File: src/logic/can_ctrl_pkg.sv
package can_ctrl_pkg;
	// register byte offsets on the apb window
	localparam logic [7:0] OFS_ABORT_REQ = 8'h00;
	localparam logic [7:0] OFS_ABORT_ACK = 8'h04;
	localparam logic [7:0] OFS_BUF_SEL = 8'h08;
	localparam logic [7:0] OFS_FILT_CTRL = 8'h0C;
	localparam logic [7:0] OFS_EMPTY_FLAGS = 8'h10;
	localparam logic [7:0] OFS_MODE_CTRL = 8'h14;
	// field positions
	localparam int MODE_LSB = 4;
	localparam int HIT_LSB = 0;
	localparam int INIT_REQ_BIT = 0;
	localparam int INIT_ACK_BIT = 1;
	// reset values
	localparam logic [2:0] ABORT_REQ_RST = 3'h0;
	localparam logic [2:0] ABORT_ACK_RST = 3'h0;
	localparam logic [2:0] BUF_SEL_RST = 3'h0;
	localparam logic [2:0] EMPTY_RST = 3'h7;
	localparam logic [1:0] MODE_RST = 2'h0;
	localparam logic [2:0] HIT_RST = 3'h0;
	// filter organisation
	localparam logic [1:0] MODE_TWO_32 = 2'h0;
	localparam logic [1:0] MODE_FOUR_16 = 2'h1;
	localparam logic [1:0] MODE_EIGHT_8 = 2'h2;
	localparam logic [1:0] MODE_CLOSED = 2'h3;
	// init handshake takes this many cycles to acknowledge
	localparam int INIT_ACK_DELAY = 2;
endpackage

File: src/logic/can_tx_abort_select_filter_ctrl.sv
// The address map and the APB interface to the registers are this design's own decisions.
`timescale 1ns/1ns
module can_tx_abort_select_filter_ctrl (
	// clock and reset
	input wire logic clk_in,
	input wire logic nrst_in,
	// apb slave
	input wire logic psel_in,
	input wire logic penable_in,
	input wire logic pwrite_in,
	input wire logic [7:0] paddr_in,
	input wire logic [31:0] pwdata_in,
	output logic [31:0] prdata_out,
	output logic pready_out,
	output logic pslverr_out,
	// transmit engine status, one bit per buffer
	input wire logic [2:0] tx_started_in,
	input wire logic [2:0] tx_success_in,
	input wire logic [2:0] tx_failed_in,
	// receive side
	input wire logic rx_match_in,
	input wire logic [2:0] rx_filter_num_in,
	// window access request from cpu side
	input wire logic win_req_in,
	// outputs to the rest of the controller
	output logic win_allow_out,
	output logic [1:0] win_buf_out,
	output logic [1:0] filter_mode_out,
	output logic rx_load_out,
	output logic [2:0] abort_done_out,
	output logic [2:0] transmit_empty_flags_out,
	output logic init_mode_out
);
	logic [2:0] abort_req_reg, abort_req_next;
	logic [2:0] abort_ack_reg, abort_ack_next;
	logic [2:0] buf_sel_reg, buf_sel_next;
	logic [2:0] empty_reg, empty_next;
	logic [1:0] mode_reg, mode_next;
	logic [2:0] hit_reg, hit_next;
	logic init_req_reg;
	logic [1:0] init_cnt_reg;
	logic init_ack_reg;
	logic ready_reg;
	logic [2:0] started_reg;
	logic [2:0] rdata_next;
	logic [31:0] prdata_reg;

	// apb decode; one wait state so read data is settled at the ready edge
	wire apb_access = psel_in & penable_in;
	// writes land on the ready edge, reads load on the wait edge
	wire wr_en = apb_access & pwrite_in & ready_reg;
	wire rd_en = apb_access & ~pwrite_in & ~ready_reg;
	wire in_init = init_req_reg & init_ack_reg;
	wire not_init = ~init_req_reg & ~init_ack_reg;
	wire hit_req = paddr_in == can_ctrl_pkg::OFS_ABORT_REQ;
	wire hit_ack = paddr_in == can_ctrl_pkg::OFS_ABORT_ACK;
	wire hit_sel = paddr_in == can_ctrl_pkg::OFS_BUF_SEL;
	wire hit_flt = paddr_in == can_ctrl_pkg::OFS_FILT_CTRL;
	wire hit_emp = paddr_in == can_ctrl_pkg::OFS_EMPTY_FLAGS;
	wire hit_mod = paddr_in == can_ctrl_pkg::OFS_MODE_CTRL;
	wire mapped = hit_req | hit_ack | hit_sel | hit_flt | hit_emp | hit_mod;
	assign pready_out = ready_reg;
	assign pslverr_out = ready_reg & ~mapped;
	assign prdata_out = prdata_reg;

	// ready rises in the second access cycle, then drops for the next one
	always_ff @(posedge clk_in or negedge nrst_in) begin
		if (!nrst_in) begin
			ready_reg <= 1'b0;
		end else begin
			ready_reg <= apb_access & ~ready_reg;
		end
	end

	// lowest set select bit wins, higher bits ignored
	wire [2:0] sel_low = buf_sel_reg & (~buf_sel_reg + 3'h1);
	assign win_buf_out = sel_low[0] ? 2'h0 : (sel_low[1] ? 2'h1 : 2'h2);
	// window blocked when nothing selected or buffer scheduled
	assign win_allow_out = win_req_in & (|sel_low)
		& (|(sel_low & empty_reg));

	// grant: not yet started, or attempt failed
	wire [2:0] grantable = ~started_reg | tx_failed_in;
	wire [2:0] abort_grant = abort_req_reg & ~empty_reg & grantable
		& ~tx_success_in;
	assign abort_done_out = abort_grant;
	// empty flag set events: success or abort
	wire [2:0] empty_set = (tx_success_in | abort_grant) & ~empty_reg;
	wire [2:0] sw_clr = (wr_en & hit_emp & not_init) ? pwdata_in[2:0] : 3'h0;

	// next state of empty flags; set wins over software clear
	always_comb begin
		empty_next = (empty_reg & ~sw_clr) | empty_set;
		// abort request: software only sets, hardware clears
		abort_req_next = abort_req_reg;
		if (wr_en & hit_req & not_init) begin
			abort_req_next = abort_req_reg | (pwdata_in[2:0] & ~empty_reg);
		end
		abort_req_next = abort_req_next & ~empty_next;
		// acknowledge set by abort, cleared when empty flag cleared
		abort_ack_next = (abort_ack_reg & ~(sw_clr & ~empty_set))
			| abort_grant;
		buf_sel_next = buf_sel_reg;
		if (wr_en & hit_sel & not_init) begin
			buf_sel_next = pwdata_in[2:0];
		end
		mode_next = mode_reg;
		if (wr_en & hit_flt & in_init) begin
			mode_next = pwdata_in[can_ctrl_pkg::MODE_LSB +: 2];
		end
		hit_next = hit_reg;
		if (rx_load_out) begin
			hit_next = rx_filter_num_in;
		end
	end

	// closed filter never reloads the foreground buffer
	assign rx_load_out = rx_match_in
		& (mode_reg != can_ctrl_pkg::MODE_CLOSED);
	assign filter_mode_out = mode_reg;
	assign transmit_empty_flags_out = empty_reg;
	assign init_mode_out = in_init;

	// read mux; reserved bits read zero
	always_comb begin
		rdata_next = 3'h0;
		if (hit_req) rdata_next = abort_req_reg;
		if (hit_ack) rdata_next = abort_ack_reg;
		if (hit_sel) rdata_next = sel_low;
		if (hit_emp) rdata_next = empty_reg;
		if (hit_mod) rdata_next = {1'b0, init_ack_reg, init_req_reg};
	end

	// read data register, loaded on the access edge
	always_ff @(posedge clk_in or negedge nrst_in) begin
		if (!nrst_in) begin
			prdata_reg <= 32'h0;
		end else if (rd_en) begin
			if (hit_flt)
				prdata_reg <= {26'h0, mode_reg, 1'b0, hit_reg};
			else
				prdata_reg <= {29'h0, rdata_next};
		end
	end

	// init request and delayed acknowledge
	always_ff @(posedge clk_in or negedge nrst_in) begin
		if (!nrst_in) begin
			init_req_reg <= 1'b1;
			init_ack_reg <= 1'b1;
			init_cnt_reg <= 2'h0;
		end else begin
			if (wr_en & hit_mod)
				init_req_reg <= pwdata_in[can_ctrl_pkg::INIT_REQ_BIT];
			if (init_req_reg == init_ack_reg)
				init_cnt_reg <= 2'h0;
			else if (init_cnt_reg == 2'(can_ctrl_pkg::INIT_ACK_DELAY - 1)) begin
				init_ack_reg <= init_req_reg;
				init_cnt_reg <= 2'h0;
			end else
				init_cnt_reg <= init_cnt_reg + 2'h1;
		end
	end

	// transmit state registers; init holds them at reset
	always_ff @(posedge clk_in or negedge nrst_in) begin
		if (!nrst_in) begin
			abort_req_reg <= can_ctrl_pkg::ABORT_REQ_RST;
			abort_ack_reg <= can_ctrl_pkg::ABORT_ACK_RST;
			buf_sel_reg <= can_ctrl_pkg::BUF_SEL_RST;
			empty_reg <= can_ctrl_pkg::EMPTY_RST;
			started_reg <= 3'h0;
		end else if (in_init) begin
			abort_req_reg <= can_ctrl_pkg::ABORT_REQ_RST;
			abort_ack_reg <= can_ctrl_pkg::ABORT_ACK_RST;
			buf_sel_reg <= can_ctrl_pkg::BUF_SEL_RST;
			empty_reg <= can_ctrl_pkg::EMPTY_RST;
			started_reg <= 3'h0;
		end else begin
			abort_req_reg <= abort_req_next;
			abort_ack_reg <= abort_ack_next;
			buf_sel_reg <= buf_sel_next;
			empty_reg <= empty_next;
			// a start sticks until the attempt ends
			started_reg <= (started_reg | tx_started_in)
				& ~tx_failed_in & ~empty_next;
		end
	end

	// filter control keeps its mode across init
	always_ff @(posedge clk_in or negedge nrst_in) begin
		if (!nrst_in) begin
			mode_reg <= can_ctrl_pkg::MODE_RST;
			hit_reg <= can_ctrl_pkg::HIT_RST;
		end else begin
			mode_reg <= mode_next;
			hit_reg <= hit_next;
		end
	end

	// per-buffer causes of request and acknowledge edges and of the empty flag rising
	for (genvar b = 0; b < 3; b++) begin : g_buf_chk

	end
endmodule

File: config.mk
export PLATFORM = sky130hd
export DESIGN_NAME = can_tx_abort_select_filter_ctrl
export DESIGN_NICKNAME = d
export VERILOG_FILES = /design/src/logic/can_ctrl_pkg.sv /design/src/logic/can_tx_abort_select_filter_ctrl.sv
export SDC_FILE = /design/constraint.sdc
export NUM_CORES = 1
export LEC_CHECK = 0
export BUFFER_PORTS_ARGS = -buffer_cell sky130_fd_sc_hd__clkbuf_2
export CAP_MARGIN = 20
export CORE_ASPECT_RATIO = 1.5
export CORE_MARGIN = 5
export CORE_UTILIZATION = 24
export DETAILED_ROUTE_END_ITERATION = 8
export GPL_ROUTABILITY_DRIVEN = 0
export SYNTH_ARGS = -nofsm -noshare
export SYNTH_HDL_FRONTEND = slang
export SYNTH_SLANG_ARGS = --single-unit
File: constraint.sdc
create_clock -name clk_in -period 3.9 [get_ports clk_in]
set_input_delay 0.39 -clock clk_in [delete_from_list [all_inputs] [get_ports clk_in]]
set_output_delay 0.39 -clock clk_in [all_outputs]
set_load 0.01 [all_outputs]
==> results.md, run 1 <==
- Final Hold Fails: 0
- Synth Register Bits: 30
- TritonCTS Buffers: 5
- Post_cts resized: 0
- Peak supply drop: 175 µV
- Core area: 7610 µm²
- Final Max Tran Viols: 0
- Net Sw Frac: 22.5%
- Slew margin rel.: 43.9%
- Largest net degree at the start of global routing: 31
- Worst-path clk slew: 0.05 ns
- Ys Warns: 0
- Max Buffers Root-to-Sink: 2
- Combinational share of power: 9.1%
- GRT Overall Usage: 10.1%
- Most common cell after layout, fill and taps aside: clkbuf_2
- Worst skew pair latency: 0.27 ns
- Pwr Density: 365 nW/µm²
- Die X: 82.0 µm
- Cts hold-fix bufs: 0
- Grt ovf: 0
- Status: finished clean
- Initial core utilization: 24.5%
- Leak: 0.00106 µW
- Asr flop ratio synth: 100%
- Placed insts: 356
- Switch Pwr: 188 µW
- Fmax: 0.511 GHz
- I/O pin total: 106
- Sequential area share after synthesis: 40.5%
- RSZ-0062 raised after global routing: no
- Initial antenna violation count: 0
- Total number of vias: 1,560
- Mapped Area: 1870 µm²
- CTS root buffer: clkbuf_16
- Vias/cell: 4.29
- Critical Path Fanout Max: 4
- Top FF cell, synth: dfrtp_1
- Setup TNS: 0 ns
- Setup-failing EPs final: 0
- I/O Buffers: 51
- WP data arrival: 2.09 ns
- Clock skew: 0.00537 ns
- Hold Path Class: in2async
- Final ANT Viol Nets: 0
- Share of layout cells above drive strength 1: 29.8%
- Max reg flops: 5
- CTS tree: built
- Crit path kind: in2reg
- Fin crit period: 1.96 ns
- Register area: 757 µm²
- CTS sink cnt: 30
- Yosys cell types: 42
- Final Cycle Share: 50.1%
- Initial drt markers: 60
- CP endpoint kind: flop
- Die Y: 118 µm
- First-pass GRT wire length: 7550 µm
- Layout Nets: 322
- Sequential share of power: 39.2%
- Max-cap check violation count: 0
- Worst slew pin tran: 0.834 ns
- Clock H-tree levels: 2
- Post-Syn Area per Cell: 8.89 µm²
- Fin Hold WS: 0.176 ns
- Vias in the first global route: 1,593
- Number of flops mapped to enable cells by yosys: 0
- Post-route insts no fill: 364
- Fill count: 825
- Internal power: 646 µW
- Commonest cells after routing, fill and taps aside: 51 x clkbuf_2, 27 x conb_1, 25 x dfrtp_1
- 1st-pass router iterations: 4
- DR WL/cell: 12.8 µm
- WP data required: 4.03 ns
- Drt drc: 0
- Multi-input gate area: 940 µm²
- Area Overhead vs Synth: 22.5%
- Antenna diodes: 0
- Synth Instances: 210
- Clock share of power: 51.7%
- Post-CTS Setup Inserts: 0
- Crit start category: input port
- Power, Total: 833 µW
- Routed wire length: 4680 µm
- DP HPWL: 3790 µm
- Full die area: 9680 µm²
- Standard-cell row count: 39
-- worst paths after layout --
path	endpoint	cells after the start	from	slack (ns)
worst min-delay path	prdata_out[5]	1	nrst_in	0.18
worst max-delay path	buf_sel_reg[1]	6	paddr_in[5]	1.94
worst max register to register	buf_sel_reg[1]	4	pready_out	1.96
max in group asynchronous	abort_req_reg[2]	1	nrst_in	3.22
min in group clk_in	started_reg[2]	2	tx_failed_in[2]	0.28
worst min register to register	init_cnt_reg[0]	1	init_cnt_reg[0]	0.43
-- cells in the mapped netlist (all sizes together), types with 3 or more instances --
cell | n | area share (%)
nor2b | 3 | 1.0
nand4 | 4 | 1.3
nor3 | 12 | 3.2
dfstp | 5 | 7.0
mux2i | 4 | 2.1
and2 | 4 | 1.3
a31oi | 5 | 1.7
mux2 | 7 | 4.2
inv | 11 | 2.2
nand2 | 19 | 3.8
dfrtp | 25 | 34
nor2 | 18 | 3.6
nor4 | 3 | 2.6
clkbuf | 5 | 1.0
buf | 28 | 11
a21oi | 7 | 1.9
o21ai | 18 | 4.8
nand3 | 5 | 1.3
-- worst max-delay path, cell delays in order --
cell      delay [ns]
clkbuf_2        0.10
nor3_1          0.43
nand3_1         0.18
nor4_1          0.66
mux2i_1         0.27
nor2_1          0.05
-- power groups by stage --
stage	registers (µW)	logic (µW)	clock network [µW]
global route	328	86.3	455
finish	327	76.0	431
global placement	332	75.0	0
CTS	327	76.6	444
floorplan	331	57.3	0
detailed placement	332	76.3	0
-- logic make-up (layout without fill, tap and decap cells) --
kind of cell | after synthesis | in the layout | synth area share (%)
buffers and inverters | 44 | 70 | 14.3
other | 1 | 27 | 0.201
AO/OA/AOI/OAI | 40 | 40 | 12.5
adder cells (fa/ha/maj) | 2 | 2 | 1.34
AND/OR/NAND/NOR | 82 | 82 | 24.7
flip-flops | 30 | 30 | 40.5
multiplexers | 11 | 11 | 6.37
-- through the flow --
stage / utilization, % / setup slack, ns / area (µm²)
floorplan: - / 2.05 / 1960
global placement: 27.9 / 1.68 / 2120
detailed placement: 27.9 / 1.66 / 2120
CTS: 30.0 / 1.92 / 2290
global route: 30.0 / 1.72 / 2290
finish: 30.0 / 1.94 / 2290
-- metal layers --
metal  GRT usage [%]  part of all wire (%)  up-vias  wire length, µm
met5               0                     0        -                0
met4            6.34                   4.2        0              196
met3            1.91                   6.5       14              305
met2            17.3                    50       59             2360
met1            11.0                    39      709             1810
li1                -                     -      778                -
-- area by class of cell --
cell class	instances	area share (%)
sequential	30	33.1
multi-input combinational	162	41.1
timing repair buffer	51	11.2
inverter	11	1.81
tap	102	5.58
clock inverter	3	1.75
clock buffer	5	5.47
Power figures use the tool's default switching activity.
==> run 2, diff against run 1 <==
==> constraint.sdc (replaced) <==
create_clock -name clk_in -period 1.7 [get_ports clk_in]
set_input_delay 0.17 -clock clk_in [delete_from_list [all_inputs] [get_ports clk_in]]
set_output_delay 0.17 -clock clk_in [all_outputs]
set_load 0.01 [all_outputs]
==> results.md, run 2 (synthesis gave the netlist of run 1 again) <==
- Status: finished clean
- Setup WS post-layout: 0.0265 ns
- Full die area: 9680 µm²
- Setup TNS: 0 ns
- Fin crit period: 1.67 ns
- TritonCTS Buffers: 5
- Routed wire length: 5030 µm
- WP data required: 1.85 ns
- Hold Startpoint: tx_failed_in[1]
- WL met2: 2610 µm
- Post-DP Area: 2260 µm²
- Sequential share of power: 40.9%
- GRT Overall Usage: 10.6%
- Initial antenna violation count: 0
- Max reg flops: 5
- Worst slew pin tran: 0.778 ns
- Largest net degree at the start of global routing: 31
- Top routing layer used: met4
- Crit path kind: reg2reg
- Met3 Wirelength: 278 µm
- Clock skew: 0.00644 ns
- I/O pin total: 106
- Share of layout cells above drive strength 1: 36.7%
- Die Y: 118 µm
- Worst-path clk slew: 0.05 ns
- Path depth of the worst reg2reg path: 7
- FF-to-FF End: started_reg[2]
- Post-route insts no fill: 385
- Reg2reg start: init_ack_reg
- CTS sink cnt: 30
- Leak: 0.00115 µW
- Vias/cell: 4.34
- Standard-cell row count: 39
- Peak supply drop: 487 µV
- Final Cycle Share: 98.4%
- Crit start category: flop
- CP endpoint kind: flop
- I/O Buffers: 51
- Drt drc: 0
- Worst Hold Depth: 2
- Clock share of power: 48.2%
- Clock H-tree levels: 2
- Fin util: 32.3%
- RSZ-0062 raised after global routing: yes
- Final ANT Viol Nets: 0
- DP HPWL: 4020 µm
- Fmax: 0.598 GHz
- Final instance area: 2460 µm²
- Critical Path Fanout Max: 4
- Vias in the first global route: 1,694
- Hold endpoint: started_reg[1]
- Most common cell after layout, fill and taps aside: clkbuf_2
- Die X: 82.0 µm
- Combinational share of power: 10.9%
- Grt ovf: 0
- Pre-CTS setup slack: -0.0916 ns
- Worst skew pair latency: 0.27 ns
- Internal power: 1390 µW
- Net Sw Frac: 23.8%
- Layout Nets: 343
- Total number of vias: 1,672
- WP data arrival: 1.83 ns
- Initial core utilization: 24.5%
- Placed insts: 374
- Reg2Reg Setup Slack: 0.03 ns
- Final Hold Fails: 0
- Antenna diodes: 0
- CTS tree: built
- Max-cap check violation count: 0
- Area Overhead vs Synth: 31.6%
- Slew margin rel.: 48.1%
- Core area: 7610 µm²
- WL met1: 1970 µm
- Commonest cells after routing, fill and taps aside: 50 x clkbuf_2, 27 x conb_1, 25 x dfrtp_1
- 1st-pass router iterations: 4
- Initial drt markers: 80
- Final Max Tran Viols: 0
- Hold Path Class: in2reg
- Setup-failing EPs final: 0
- CTS root buffer: clkbuf_16
- Switch Pwr: 435 µW
- DR WL/cell: 13.1 µm
- Max Buffers Root-to-Sink: 2
- Pwr Density: 744 nW/µm²
- First-pass GRT wire length: 8050 µm
[run 2: cell count changes in the layout (fill, tap and decap cells not counted), sizes merged]
cell,delta
buf,+21
bufinv,-1
clkbuf,+1
clkinv,-1
dlygate4sd3,+1
[run 2: layer usage]
metal | global-route usage (%) | vias up
met5 | 0 | -
met1 | 11.8 | 773
li1 | - | 821
met4 | 5.30 | 0
met2 | 18.6 | 63
met3 | 1.91 | 15
[run 2: cell type report]
cell class              count  area, µm²
clock buffers               7        143
multi-input cells         162        967
fillers                   817       5160
well taps                 102        128
repair buffers             72        415
clock inverters             1       5.00
inverters                  11       41.3
flip-flops and latches     30        757
[run 2: repair_timing]
action,4_1_cts,5_1_grt
pin swaps,0,5
endpoints found under the hold margin,1,0
setup endpoints to repair,3,8
hold buffers,1,0
resized for setup,1,8
setup buffers,0,2
[run 2: power by group through the flow]
| stage | sequential (µW) | clock (µW) | combinational (µW) |
|---|---|---|---|
| 2_1_floorplan | 760 | 0 | 132 |
| 3_3_place_gp | 758 | 0 | 191 |
| 3_5_place_dp | 759 | 0 | 195 |
| 4_1_cts | 747 | 907 | 198 |
| 5_1_grt | 749 | 941 | 224 |
| 6_report | 747 | 881 | 199 |
[run 2: worst max-delay path by stage]
stage | cells after the start | end | from | slack [ns]
floorplan | 4 | buf_sel_reg[0] | pready_out | 0.003
global placement | 6 | started_reg[2] | paddr_in[5] | -0.05
detailed placement | 6 | started_reg[2] | paddr_in[5] | -0.09
CTS | 7 | started_reg[1] | init_ack_reg | -0.009
global route | 7 | started_reg[1] | init_req_reg | -0.07
finish | 7 | started_reg[2] | init_ack_reg | 0.03
[run 2: metrics by stage]
stage                     hold WS (ns)  power [µW]
after floorplan                 -0.126         892
after global placement           0.275         950
after detailed placement         0.294         954
after CTS                       0.0592        1850
after global routing            0.0827        1910
final                           0.0653        1830
[run 2: critical path: stages (launching register included)]
cell     delay (ns)
dfstp_2        0.57
inv_1          0.05
ha_1           0.17
inv_1          0.14
nor4_4         0.07
and2b_2        0.23
a31oi_2        0.24
nor3_1         0.08
==> run 3, diff against run 2 <==
--- a/config.mk
+++ b/config.mk
@@ -12,6 +12,8 @@
 export CORE_UTILIZATION = 24
 export DETAILED_ROUTE_END_ITERATION = 8
 export GPL_ROUTABILITY_DRIVEN = 0
+export SETUP_SLACK_MARGIN = 0.4
+export SKIP_LAST_GASP = 1
 export SYNTH_ARGS = -nofsm -noshare
 export SYNTH_HDL_FRONTEND = slang
 export SYNTH_SLANG_ARGS = --single-unit
==> results.md, run 3 (synthesis gave the netlist of run 1 again) <==
- Critical Path Fanout Max: 4
- Post-DP Area: 2330 µm²
- Combinational share of power: 11.6%
- Placed insts: 378
- Multi-input gate area: 1160 µm²
- WP data required: 1.86 ns
- Worst skew pair latency: 0.27 ns
- Clock skew: 0.00359 ns
- Status: finished clean
- Most common cell after layout, fill and taps aside: clkbuf_2
- Max reg flops: 5
- Post-route insts no fill: 404
- Hold Startpoint: tx_failed_in[2]
- Initial drt markers: 113
- Setup-failing EPs final: 0
- Fin crit period: 1.60 ns
- Fill count: 755
- Slowest CP cell: dfstp_2
- CP bufs+invs: 2
- Clock share of power: 50.3%
- Full die area: 9680 µm²
- Leak: 0.00131 µW
- GRT Overall Usage: 11.1%
- Die Y: 118 µm
- Initial core utilization: 24.5%
- Total number of vias: 1,759
- Peak supply drop: 458 µV
- Initial antenna violation count: 0
- Slew margin rel.: 48.8%
- Grt ovf: 0
- Antenna diodes: 0
- Pwr Density: 691 nW/µm²
- Reg2reg start: init_req_reg
- Largest net degree at the start of global routing: 31
- Crit path kind: reg2reg
- Register area: 758 µm²
- Share of layout cells above drive strength 1: 49.7%
- Worst slew pin tran: 0.769 ns
- Reg2Reg Setup Slack: 0.10 ns
- Critical-path cell list: inv_2, ha_4, inv_6, nor4_4, and2b_2, a31oi_4, nor3_2
- Drt drc: 0
- CTS sink cnt: 30
- Final Cycle Share: 94.0%
- Final Max Tran Viols: 0
- CP endpoint kind: flop
- Crit-path max cell delay: 0.58 ns
- Final instance area: 2850 µm²
- Layout Nets: 362
- Die X: 82.0 µm
- CTS root buffer: clkbuf_16
- First-pass GRT wire length: 8340 µm
- RSZ-0062 raised after global routing: yes
- Net Sw Frac: 22.7%
- Max Buffers Root-to-Sink: 2
- Final Hold Fails: 0
- Clock H-tree levels: 2
- CTS tree: built
- 1st-pass router iterations: 4
- Vias in the first global route: 1,790
- Area Overhead vs Synth: 52.6%
- Switch Pwr: 446 µW
- Max-cap check violation count: 0
- I/O pin total: 106
- DR WL/cell: 13.4 µm
- Worst-path clk slew: 0.05 ns
- Hold Path Class: in2reg
- Vias/cell: 4.35
- Top cell family by delay on the critical path: flip-flops
- Final ANT Viol Nets: 0
- Standard-cell row count: 39
- Commonest cells after routing, fill and taps aside: 48 x clkbuf_2, 30 x buf_4, 27 x conb_1
- DP HPWL: 4130 µm
- Fmax: 0.625 GHz
- WP data arrival: 1.76 ns
- Routed wire length: 5430 µm
- Sequential share of power: 38.1%
- Internal power: 1520 µW
- Crit start category: flop
- I/O Buffers: 51
- Core area: 7610 µm²
- TritonCTS Buffers: 5
- CP Launch Point: init_req_reg
-- run 3: worst paths after layout --
kind                                   endpoint  depth (start not counted)
worst max-delay path             started_reg[2]                          7
worst min-delay path             started_reg[2]                          2
worst max register to register   started_reg[2]                          7
worst min register to register  init_cnt_reg[0]                          1
max in group asynchronous            pready_out                          2
min in group asynchronous        started_reg[2]                          2
-- run 3: layout make-up --
type | instances | share of cell area (%)
timing repair buffer | 91 | 21.0
sequential | 30 | 26.6
tap | 102 | 4.48
inverter | 11 | 1.62
clock buffer | 7 | 4.66
clock inverter | 1 | 1.05
multi-input combinational | 162 | 40.6
-- run 3: timing repair --
action	in CTS	in global routing
resized for setup	33	24
pin swaps	18	17
endpoints found under the setup margin	31	28
endpoints found under the hold margin	6	0
hold buffers	1	0
buffers inserted	12	5
cloned	0	0
-- run 3: power groups by stage --
stage | combinational (µW) | clock, µW | sequential [µW]
2_1_floorplan | 135 | 0 | 761
5_1_grt | 256 | 1040 | 751
3_5_place_dp | 205 | 0 | 760
3_3_place_gp | 202 | 0 | 759
6_report | 229 | 990 | 749
4_1_cts | 221 | 1010 | 749
-- run 3: stage by stage --
| step | setup WS [ns] | TNS [ns] | utilization, % | total power, µW | hold WS (ns) |
|---|---|---|---|---|---|
| after global placement | -0.0928 | -0.454 | 30.6 | 961 | 0.283 |
| after floorplan | 0.105 | 0 | - | 895 | -0.126 |
| after global routing | 0.0174 | 0 | 37.4 | 2040 | 0.0897 |
| final | 0.101 | 0 | 37.4 | 1970 | 0.0799 |
| after CTS | 0.116 | 0 | 35.7 | 1980 | 0.0708 |
| after detailed placement | -0.126 | -0.524 | 30.6 | 965 | 0.288 |
-- run 3: routing by layer --
layer  vias up  track usage [%]  part of all wire, %
met3        10             2.60                  6.0
met1       830             11.6                   37
li1        863                -                    -
met4         0             4.68                  1.9
met5         -                0                    0
met2        56             20.2                   55
